### src/smp_defs.vh
// Purpose: Shared constants of the serial memory pin front end.
// Assumes: Included by bare name from every design file that needs it.
// Notes:   Definitions only; no logic lives here.
`ifndef SMP_DEFS_VH
`define SMP_DEFS_VH

// Lane modes of the data path.
`define SMP_MODE_W        2
`define SMP_MODE_SINGLE   2'h0
`define SMP_MODE_DUAL     2'h1
`define SMP_MODE_QUAD     2'h2

// Bits moved per serial clock edge in each mode.
`define SMP_STEP_SINGLE   3'h1
`define SMP_STEP_DUAL     3'h2
`define SMP_STEP_QUAD     3'h4

// One-hot states of the select tracker.
`define SMP_ST_W          3
`define SMP_ST_RST        3'h1
`define SMP_ST_STBY       3'h2
`define SMP_ST_ACT        3'h4

// Synchroniser lanes and their positions.
`define SMP_NSYNC         6
`define SMP_SYNC_RST      6'h3f
`define SMP_IX_CS         0
`define SMP_IX_SCK        1
`define SMP_IX_IO0        2
`define SMP_IX_IO1        3
`define SMP_IX_IO2        4
`define SMP_IX_IO3        5

// Byte and bit counter layout.
`define SMP_BYTE_W        8
`define SMP_CNT_W         3
`define SMP_CNT_ZERO      3'h0
`define SMP_BYTE_ZERO     8'h00

`endif

### src/smp_sync.v
// Purpose: Two flip-flop synchroniser for pin inputs, one lane per bit.
// Assumes: Lanes are independent levels from outside the clk domain.
// Notes:   The first stage feeds only the second stage.
`timescale 1ns/1ns
`include "smp_defs.vh"

module smp_sync
#(
  parameter W = `SMP_NSYNC
)
(
  clk,
  arst_n,
  async_in,
  sync_out
);
  input  wire         clk;
  input  wire         arst_n;
  input  wire [W-1:0] async_in;
  output wire [W-1:0] sync_out;

  genvar i;
  generate
    for (i = 0; i < W; i = i + 1)
    begin : g_lane
      reg meta_q;
      reg stab_q;
      // Lanes idle high so a released reset does not look like a select or clock edge.
      always @(posedge clk or negedge arst_n)
      begin
        if (!arst_n)
        begin
          meta_q <= 1'b1;
          stab_q <= 1'b1;
        end
        else
        begin
          meta_q <= async_in[i];
          stab_q <= meta_q;
        end
      end
      assign sync_out[i] = stab_q;
    end
  endgenerate
endmodule

### src/smp_pin_if.v
// Purpose: Pin-level front end of a serial memory target on a single, dual or quad SPI bus.
// Assumes: clk at 125 MHz oversamples the serial clock; arst_n is the hardware reset pin.
// Notes:   Opcode decoding, registers and the array sit in other blocks behind the user ports.
`timescale 1ns/1ns
`include "smp_defs.vh"

// Operation
// - Chip select is active low.
// - Select high: standby, inputs ignored, outputs tristated.
// - Serial clock used only while selected.
// - Sample on rising, drive on falling edge.
// - Fully static, clock may stop anytime.
// - Output driven only for read data.
// - Line zero bidirectional in dual/quad.
// - Line one bidirectional in dual/quad.
// - Lines two, three bidirectional in quad.
// - Protect low plus disable bit blocks writes.
// - Reset low reinitialises internal state.
// - After reset: standby or active by select.
// - Revert to single lane on deselect/reset.
module smp_pin_if
(
  clk,
  arst_n,
  cs_n,
  sck,
  bidir_line_zero_i,
  bidir_line_zero_o,
  bidir_line_zero_oe,
  bidir_line_one_i,
  bidir_line_one_o,
  bidir_line_one_oe,
  bidir_line_two_i,
  bidir_line_two_o,
  bidir_line_two_oe,
  bidir_line_three_i,
  bidir_line_three_o,
  bidir_line_three_oe,
  mode_load,
  mode_sel,
  soft_reset,
  drive_req,
  tx_byte,
  tx_take,
  rx_valid,
  rx_byte,
  status_write_disable_bit,
  reg_wr_req,
  reg_wr_ok,
  reg_wr_reject,
  lane_mode,
  standby,
  active
);
  input  wire                  clk;
  input  wire                  arst_n;
  input  wire                  cs_n;
  input  wire                  sck;
  input  wire                  bidir_line_zero_i;
  output reg                   bidir_line_zero_o;
  output reg                   bidir_line_zero_oe;
  input  wire                  bidir_line_one_i;
  output reg                   bidir_line_one_o;
  output reg                   bidir_line_one_oe;
  input  wire                  bidir_line_two_i;
  output reg                   bidir_line_two_o;
  output reg                   bidir_line_two_oe;
  input  wire                  bidir_line_three_i;
  output reg                   bidir_line_three_o;
  output reg                   bidir_line_three_oe;
  input  wire                  mode_load;
  input  wire [`SMP_MODE_W-1:0] mode_sel;
  input  wire                  soft_reset;
  input  wire                  drive_req;
  input  wire [`SMP_BYTE_W-1:0] tx_byte;
  output reg                   tx_take;
  output reg                   rx_valid;
  output reg  [`SMP_BYTE_W-1:0] rx_byte;
  input  wire                  status_write_disable_bit;
  input  wire                  reg_wr_req;
  output wire                  reg_wr_ok;
  output wire                  reg_wr_reject;
  output wire [`SMP_MODE_W-1:0] lane_mode;
  output wire                  standby;
  output wire                  active;

  wire [`SMP_NSYNC-1:0] pins_s;
  reg                   sck_prev_q;
  reg [`SMP_ST_W-1:0]   state_q;
  reg [`SMP_ST_W-1:0]   state_d;
  reg [`SMP_MODE_W-1:0] mode_q;
  reg [`SMP_CNT_W-1:0]  rx_cnt_q;
  reg [`SMP_BYTE_W-1:0] rx_sh_q;
  reg [`SMP_CNT_W-1:0]  tx_cnt_q;
  reg [`SMP_BYTE_W-1:0] tx_sh_q;
  reg [`SMP_CNT_W-1:0]  step;
  reg [`SMP_BYTE_W-1:0] rx_next;
  reg [`SMP_BYTE_W-1:0] tx_cur;

  wire cs_s   = pins_s[`SMP_IX_CS];
  wire sck_s  = pins_s[`SMP_IX_SCK];
  wire sel    = ~cs_s & state_q[2];
  wire sck_en = sel;
  wire rise   = sck_en & sck_s & ~sck_prev_q;
  wire fall   = sck_en & ~sck_s & sck_prev_q;
  wire driving = bidir_line_one_oe | bidir_line_zero_oe;

  // The pins come from the host's domain, so every one is synchronised first.
  smp_sync #(.W(`SMP_NSYNC)) u_sync
  (
    .clk      (clk),
    .arst_n   (arst_n),
    .async_in ({bidir_line_three_i, bidir_line_two_i, bidir_line_one_i, bidir_line_zero_i, sck, cs_n}),
    .sync_out (pins_s)
  );

  assign lane_mode = mode_q;
  assign standby   = state_q[1];
  assign active    = state_q[2];

  // Protect input only exists as such while the line is not a quad data lane.
  wire wp_low = ~pins_s[`SMP_IX_IO2] & (mode_q != `SMP_MODE_QUAD);
  assign reg_wr_reject = reg_wr_req & wp_low & status_write_disable_bit;
  assign reg_wr_ok     = reg_wr_req & ~reg_wr_reject;

  always @*
  begin
    case (mode_q)
      `SMP_MODE_DUAL:
      begin
        step    = `SMP_STEP_DUAL;
        rx_next = {rx_sh_q[5:0], pins_s[`SMP_IX_IO1], pins_s[`SMP_IX_IO0]};
      end
      `SMP_MODE_QUAD:
      begin
        step    = `SMP_STEP_QUAD;
        rx_next = {rx_sh_q[3:0], pins_s[`SMP_IX_IO3], pins_s[`SMP_IX_IO2],
                   pins_s[`SMP_IX_IO1], pins_s[`SMP_IX_IO0]};
      end
      default:
      begin
        step    = `SMP_STEP_SINGLE;
        rx_next = {rx_sh_q[6:0], pins_s[`SMP_IX_IO0]};
      end
    endcase
    tx_cur = (tx_cnt_q == `SMP_CNT_ZERO) ? tx_byte : tx_sh_q;
  end

  // Reset is released into a decision state so the select level is read by a clocked process.
  always @*
  begin
    case (state_q)
      `SMP_ST_RST:  state_d = cs_s ? `SMP_ST_STBY : `SMP_ST_ACT;
      `SMP_ST_STBY: state_d = cs_s ? `SMP_ST_STBY : `SMP_ST_ACT;
      `SMP_ST_ACT:  state_d = cs_s ? `SMP_ST_STBY : `SMP_ST_ACT;
      default:      state_d = `SMP_ST_RST;
    endcase
  end

  always @(posedge clk or negedge arst_n)
  begin
    if (!arst_n)
    begin
      state_q    <= `SMP_ST_RST;
      sck_prev_q <= 1'b1;
      mode_q     <= `SMP_MODE_SINGLE;
    end
    else
    begin
      state_q    <= state_d;
      sck_prev_q <= sck_s;
      if (cs_s | soft_reset)
        mode_q <= `SMP_MODE_SINGLE;
      else if (mode_load & sel)
        mode_q <= mode_sel;
    end
  end

  // Receive path: inputs are taken only on rising edges and only while not driving.
  always @(posedge clk or negedge arst_n)
  begin
    if (!arst_n)
    begin
      rx_cnt_q <= `SMP_CNT_ZERO;
      rx_sh_q  <= `SMP_BYTE_ZERO;
      rx_byte  <= `SMP_BYTE_ZERO;
      rx_valid <= 1'b0;
    end
    else
    begin
      rx_valid <= 1'b0;
      if (!sel)
        rx_cnt_q <= `SMP_CNT_ZERO;
      else if (rise && !driving)
      begin
        rx_sh_q  <= rx_next;
        rx_cnt_q <= rx_cnt_q + step;
        if (rx_cnt_q + step == `SMP_CNT_ZERO)
        begin
          rx_byte  <= rx_next;
          rx_valid <= 1'b1;
        end
      end
    end
  end

  // Transmit path: while selected, enables and data change only on falling edges, so the host, which
  // releases the lines after its last rising edge, never fights the device.
  always @(posedge clk or negedge arst_n)
  begin
    if (!arst_n)
    begin
      tx_cnt_q            <= `SMP_CNT_ZERO;
      tx_sh_q             <= `SMP_BYTE_ZERO;
      tx_take             <= 1'b0;
      bidir_line_zero_o   <= 1'b0;
      bidir_line_one_o    <= 1'b0;
      bidir_line_two_o    <= 1'b0;
      bidir_line_three_o  <= 1'b0;
      bidir_line_zero_oe  <= 1'b0;
      bidir_line_one_oe   <= 1'b0;
      bidir_line_two_oe   <= 1'b0;
      bidir_line_three_oe <= 1'b0;
    end
    else
    begin
      tx_take <= 1'b0;
      if (!sel)
      begin
        tx_cnt_q            <= `SMP_CNT_ZERO;
        bidir_line_zero_oe  <= 1'b0;
        bidir_line_one_oe   <= 1'b0;
        bidir_line_two_oe   <= 1'b0;
        bidir_line_three_oe <= 1'b0;
      end
      else if (fall)
      begin
        bidir_line_one_oe   <= drive_req;
        bidir_line_zero_oe  <= drive_req & (mode_q != `SMP_MODE_SINGLE);
        bidir_line_two_oe   <= drive_req & (mode_q == `SMP_MODE_QUAD);
        bidir_line_three_oe <= drive_req & (mode_q == `SMP_MODE_QUAD);
        if (drive_req)
        begin
          tx_take  <= (tx_cnt_q == `SMP_CNT_ZERO);
          tx_cnt_q <= tx_cnt_q + step;
          case (mode_q)
            `SMP_MODE_DUAL:
            begin
              bidir_line_one_o  <= tx_cur[7];
              bidir_line_zero_o <= tx_cur[6];
              tx_sh_q           <= {tx_cur[5:0], 2'h0};
            end
            `SMP_MODE_QUAD:
            begin
              bidir_line_three_o <= tx_cur[7];
              bidir_line_two_o   <= tx_cur[6];
              bidir_line_one_o   <= tx_cur[5];
              bidir_line_zero_o  <= tx_cur[4];
              tx_sh_q            <= {tx_cur[3:0], 4'h0};
            end
            default:
            begin
              bidir_line_one_o <= tx_cur[7];
              tx_sh_q          <= {tx_cur[6:0], 1'b0};
            end
          endcase
        end
        else
          tx_cnt_q <= `SMP_CNT_ZERO;
      end
    end
  end
endmodule

### config.mk
export PLATFORM = sky130hd
export DESIGN_NAME = smp_pin_if
export DESIGN_NICKNAME = d
export VERILOG_FILES = /design/src/smp_sync.v /design/src/smp_pin_if.v
export VERILOG_INCLUDE_DIRS = /design/src
export SDC_FILE = /design/constraint.sdc
export NUM_CORES = 1
export LEC_CHECK = 0
export ABC_CLOCK_PERIOD_IN_PS = 6900
export BUFFER_PORTS_ARGS = -buffer_cell sky130_fd_sc_hd__buf_4
export CELL_PAD_IN_SITES_DETAIL_PLACEMENT = 1
export CELL_PAD_IN_SITES_GLOBAL_PLACEMENT = 2
export CORE_UTILIZATION = 39
export CTS_CLUSTER_DIAMETER = 200
export DETAILED_ROUTE_END_ITERATION = 7
export PLACE_DENSITY = 0.87
export SYNTH_ARGS = -nofsm -noshare
export SYNTH_HDL_FRONTEND = slang
export SYNTH_HIERARCHICAL = 1
export SYNTH_SLANG_ARGS = --single-unit
export TNS_END_PERCENT = 5
### constraint.sdc
create_clock -name clk -period 6.9 [get_ports clk]
set_input_delay 0.69 -clock clk [delete_from_list [all_inputs] [get_ports clk]]
set_output_delay 0.69 -clock clk [all_outputs]
set_load 0.05 [all_outputs]
## Word level (Yosys, flattened, before mapping)

Index checks and enable logic that the tools add are counted.

- Bitwise gates (word level): 19
- Mux-type cells: 27
- Eq/ne operators: 8
- Reductions and logical operators: 13
- Add/subtract/negate cells: 2

Operators by type and width:

| kind | number |
|---|---|
| 8-bit one-hot mux with 2 select lines | 2 |
| 3-bit 2-to-1 mux | 7 |
| 1-bit 2-to-1 mux | 13 |
| 1-bit AND | 12 |
| 8-bit 2-to-1 mux | 1 |
| 4-bit AND reduction | 2 |
| 3-bit adder | 2 |
| 3-bit logical NOT | 2 |
| 3-bit one-hot mux with 2 select lines | 1 |
| 3-bit AND reduction | 2 |
| 2-bit nonzero test | 3 |
| 1-bit inverter | 5 |
| 2-bit 2-to-1 mux | 2 |
| 2-bit by 1-bit != test with 1-bit output, second input constant | 2 |
| 3-bit by 1-bit == test with 1-bit output, second input constant | 1 |
| 3-bit by 2-bit == test with 1-bit output, second input constant | 1 |
| 3-bit == test, second input constant | 1 |
| 3-bit OR reduction | 1 |
| 2-bit by 1-bit == test with 1-bit output, second input constant | 1 |
| 2-bit == test, second input constant | 1 |
| 2-bit != test, second input constant | 1 |
| 1-bit bitwise OR | 2 |
| 1-bit one-hot mux with 2 select lines | 1 |
| 2-bit AND reduction | 1 |
| other kinds (2) | 2 |

- Bits in registers: 56
- Word-level logic and storage cells: 98
- Output and inout port bits: 24

## Depth between registers and ports, before layout

- Depth in word-level cells: 7
- Depth in mapped cells: 12
- Depth with buffers taken out: 9

## Hierarchy

The synthesis kept the hierarchy.

Modules (own cells, without submodules):

| module | area each (um^2) | cells an instance | instances |
|---|---|---|---|
| smp_pin_if | 2,234.6 | 211 | 1 |
| smp_sync | 360.3 | 18 | 1 |

## Worst setup path before layout

No wires, ideal clock.

- Path type: register to output
- From: register mode_q[0] (netlist: lane_mode[0])
- To: output port reg_wr_ok
- Arrival: 3,068 ps
- Path slack: 3,142 ps
- Cell stages (with the launch flop): 7
- Buffers on the path: 2
- Cells stage by stage: dfrtp_1 > inv_1 > ha_1 > buf_2 > buf_2 > nor3_1 > nor2b_1

- Cells in the longest elaborated chain, start to end: 6

RTL lines:

| element | line | RTL |
|---|---|---|
| start: declaration | smp_pin_if.v:91 | `` reg [`SMP_MODE_W-1:0] mode_q; `` |
| start signal: assignment | smp_pin_if.v:166 | `` mode_q <= `SMP_MODE_SINGLE; `` |
| start signal: assignment | smp_pin_if.v:173 | `` mode_q <= `SMP_MODE_SINGLE; `` |
| start signal: assignment | smp_pin_if.v:175 | `mode_q <= mode_sel;` |
| 2-bit != test (no source line) | -- |  |
| 1-bit AND | smp_pin_if.v:122 | `` wire wp_low = ~pins_s[`SMP_IX_IO2] & (mode_q != `SMP_MODE_QUAD); `` |
| 1-bit AND (2 in a row) | smp_pin_if.v:123 | `assign reg_wr_reject = reg_wr_req & wp_low & status_write_disable_bit;` |
| via reg_wr_reject | smp_pin_if.v:82 | `output wire reg_wr_reject;` |
| 1-bit inverter | smp_pin_if.v:124 | `assign reg_wr_ok = reg_wr_req & ~reg_wr_reject;` |
| 1-bit AND | smp_pin_if.v:124 |  |
| end: declaration | smp_pin_if.v:81 | `output wire reg_wr_ok;` |

The timed path passes the listed nets, and every way through them passes these cells.

## Final worst setup path

- From: register mode_q[0] (netlist: lane_mode[0])
- To: register rx_byte[0]

- Cells in the longest elaborated chain, start to end: 5
- Elaborated cells on any way between the ends: 6
- Classes of those cells: add/sub (1); eq/ne (2); mux (1); reduce/logical (2)

RTL lines:

| element | line | RTL |
|---|---|---|
| 2-bit == test or 2-bit by 1-bit == test with 1-bit output (tied branches) | smp_pin_if.v:128 | `case (mode_q)` |
| 3-bit one-hot mux with 2 select lines (*) | smp_pin_if.v:128 |  |
| 3-bit adder (*) | smp_pin_if.v:198 | `` if (rx_cnt_q + step == `SMP_CNT_ZERO) `` |
| 3-bit logical NOT (no source line) (*) | -- |  |
| 3-bit AND reduction (no source line) (*) | -- |  |
| end signal: assignment | smp_pin_if.v:186 | `` rx_byte <= `SMP_BYTE_ZERO; `` |
| end signal: assignment | smp_pin_if.v:200 | `rx_byte <= rx_next;` |
| end: declaration | smp_pin_if.v:78 | `` output reg [`SMP_BYTE_W-1:0] rx_byte; `` |

Mark *: on every way between the ends. The rest lies on a longest branch, timed or not.
A chain may end at the register's enable or synchronous reset.

==> run_results.csv <==
group,metric,value,unit
sta,whs,0.361,ns
synthesis,yosysUniqueCellTypes,44,
global_route,grt.met3_usage,3.17,%
route,wl_per_cell,15.9,µm
sta,fin_skew,0.0101,ns
worst_setup_path,endpoint_kind,"flip-flop",
sta,worst_slew_margin_rel,39.6,%
global_route,globalRouteTotalUtil,16.7,%
clocking,cts_resized,0,
finish,final_common_cell,"buf_4",
clocking,cts_tree,"yes",
route,drt_iter0_drc,57,
worst_hold_path,holdPathEnd,"u_sync/g_lane[1].stab_q",
worst_setup_path,r2r-start,"lane_mode[0]",
worst_setup_path,cp.required,7.11,ns
sta,worst_slew_pin_slew,0.906,ns
synthesis,synth_nets,259,
sta,setup_tns,0,ns
route,vias,1800,
clocking,postCtsHoldBufs,0,
global_route,grt_antenna_before_repair,0,
route,avgViaCountPerCell,5.28,
sta,fin_crit,3.25,ns
synthesis,ys_ff_latch,55,
sta,grt_setup_unrepaired,"no",
clocking,cts.clk_slew.worst_paths,0.10,ns
die,core,6390,µm²
clocking,cts_max_level,2,
finish,syn2layout_area_growth,15.6,%
clocking,clockBufferDepth,2,
route,dr.pass1.iters,4,
power,powerDensity,259,nW/µm²
placed_design,dp_hpwl,3770,µm
worst_hold_path,holdPathStages,0,
worst_setup_path,cp-start-kind,"flip-flop",
global_route,grt_pass1_vias,1955,
finish,final_cell_mix,"buf_4, dfrtp_1, nand2_1",
die,initial_utilization,40.6,%
die,rows,29,
worst_setup_path,cp.arrival,3.46,ns
worst_setup_path,cp_max_fo,21,
clocking,cts_inserted_buffers,5,
global_route,grt_use_met2,29.8,%
sta,final_hold_viol_count,0,
power,vdd_drop_max,0.146,mV
job,max_cap_viol_count,0,
global_route,grt_max_degree,56,
worst_setup_path,r2r_end,"rx_byte[0]",
clocking,clk_latency,0.32,ns
finish,num_antenna_cells,0,
sta,fmax,308,MHz
synthesis,yosysWarnings,6,
finish,drive_above_1_share,32.6,%
synthesis,yosysSeqAreaShare,53.7,%
clocking,cts.sinks,55,
die,die_y,83.6,µm
sta,setup_viol,0,
synthesis,syn_area_per_cell,11.3,µm²
synthesis,syn_inst,229,
route,wl,5430,µm
finish,fin_nets,293,
worst_setup_path,rrSetupSlack,3.65,ns
outcome,status,"finished, final reports clean",
global_route,busiest_layer,"met2",
placed_design,gp_congestion,0.708,
synthesis,synthesis.area,2590,µm²
sta,min_period_over_period,47.1,%
global_route,grt_pass1_wl,9340,µm
clocking,post-cts-setup-buffers,0,
route,postRouteAntennaNets,0,
worst_setup_path,reg2reg_depth,8,
die,dieArea,6980,µm²
sta,final_max_slew_viol_count,0,
clocking,root_buffer,"clkbuf_8",
power,p_leak,1.37,nW
worst_hold_path,min_from,"u_sync/g_lane[1].meta_q",
die,die_w,83.6,µm
placed_design,portBuffers,46,
worst_hold_path,hold_path_class,"reg2reg",
die,num_io_pins,47,
global_route,overflow,0,
global_route,use_met1,20.3,%
worst_setup_path,path_class,"reg2reg",
route,drc_errors,0,
[area by class of cell]
type	instances	area, µm²
flip-flops and latches	55	1390
clock buffers	5	68.8
clock inverters	3	22.5
multi-input cells	146	1040
well taps	77	96.3
inverters	9	33.8
fillers	723	3390
repair buffers	46	345
[report_power, final]
| group | internal [mW] | switching, mW |
|---|---|---|
| Combinational | 0.0679 | 0.114 |
| Clock | 0.0730 | 0.113 |
| Sequential | 0.374 | 0.0355 |
| Total | 0.515 | 0.262 |
[sequential cells by signal, summed over array words and instances (netlist names)]
register              flops
u_sync/g_lane.meta_q      6
rx_cnt_q                  3
bidir_line_three_oe       1
rx_valid                  1
bidir_line_one_oe         1
lane_mode                 2
tx_sh_q                   7
bidir_line_one_o          1
tx_take                   1
bidir_line_two_o          1
rx_sh_q                   7
sck_prev_q                1
bidir_line_zero_o         1
tx_cnt_q                  3
bidir_line_three_o        1
bidir_line_zero_oe        1
rx_byte                   8
state_q                   3
u_sync/g_lane.stab_q      6
[Yosys cell counts, drive strengths merged]
library cell | n | area (µm²)
dfstp | 14 | 368
a221oi | 3 | 32.5
o21ai | 19 | 95.1
clkbuf | 1 | 3.75
a22o | 3 | 26.3
nand4 | 1 | 12.5
a31o | 1 | 8.76
a21o | 1 | 7.51
buf | 18 | 125
and3 | 2 | 12.5
a2111oi | 2 | 42.5
o31ai | 3 | 27.5
a221o | 3 | 30.0
dfrtp | 41 | 1030
nor3 | 7 | 46.3
xnor3 | 1 | 23.8
a31oi | 2 | 12.5
mux2 | 7 | 86.3
ha | 5 | 62.6
a22oi | 6 | 45.0
inv | 9 | 33.8
o21a | 1 | 7.51
mux2i | 7 | 70.1
xor2 | 2 | 17.5
fa | 2 | 40.0
nor4b | 1 | 23.8
nand3 | 5 | 37.5
a21oi | 10 | 50.1
and2 | 2 | 12.5
or3 | 1 | 6.26
o221ai | 1 | 8.76
nor2 | 15 | 56.3
nand2 | 29 | 111
nor2b | 4 | 25.0
[critical path, cell delays in order, from the launching register on]
cell     delay, ns
dfrtp_1       0.40
inv_1         0.08
ha_1          0.40
inv_1         0.57
ha_1          0.30
fa_1          0.44
nor2_1        0.18
nand4_2       0.35
mux2_2        0.42
[per-stage QoR]
| stage | total power, mW | instance area (µm²) | setup slack, ns | util, % | cells |
|---|---|---|---|---|---|
| after global placement | 0.593 | 2910 | 3.77 | 45.5 | 333 |
| final | 0.776 | 3000 | 3.65 | 47.0 | 341 |
| after floorplan | 0.540 | 2590 | 3.14 | - | 229 |
| after global routing | 0.818 | 3000 | 3.34 | 47.0 | 341 |
| after CTS | 0.786 | 3000 | 3.60 | 47.0 | 341 |
| after detailed placement | 0.600 | 2910 | 3.62 | 45.5 | 333 |
[cells by family after synthesis]
group	Yosys count	synth area share [%]
AO/OA/AOI/OAI	55	15.2
multiplexers	14	6.03
buffers and inverters	28	6.27
XOR/XNOR	3	1.59
AND/OR/NAND/NOR	67	13.3
adder cells (fa/ha/maj)	7	3.95
flip-flops	55	53.7
[worst max-delay path by stage]
stage,cells after the start,to,from
floorplan,6,reg_wr_ok,lane_mode[0]
global placement,8,rx_byte[0],lane_mode[0]
detailed placement,8,rx_byte[0],lane_mode[0]
CTS,8,rx_byte[0],lane_mode[0]
global route,8,rx_byte[0],lane_mode[0]
finish,8,rx_byte[0],lane_mode[0]
[metal layers]
layer | vias up | share of wire [%]
met5 | - | 0
met2 | 34 | 52
met4 | 0 | 1.2
met3 | 7 | 3.8
li1 | 860 | -
met1 | 899 | 43
Power figures use the tool's default switching activity.
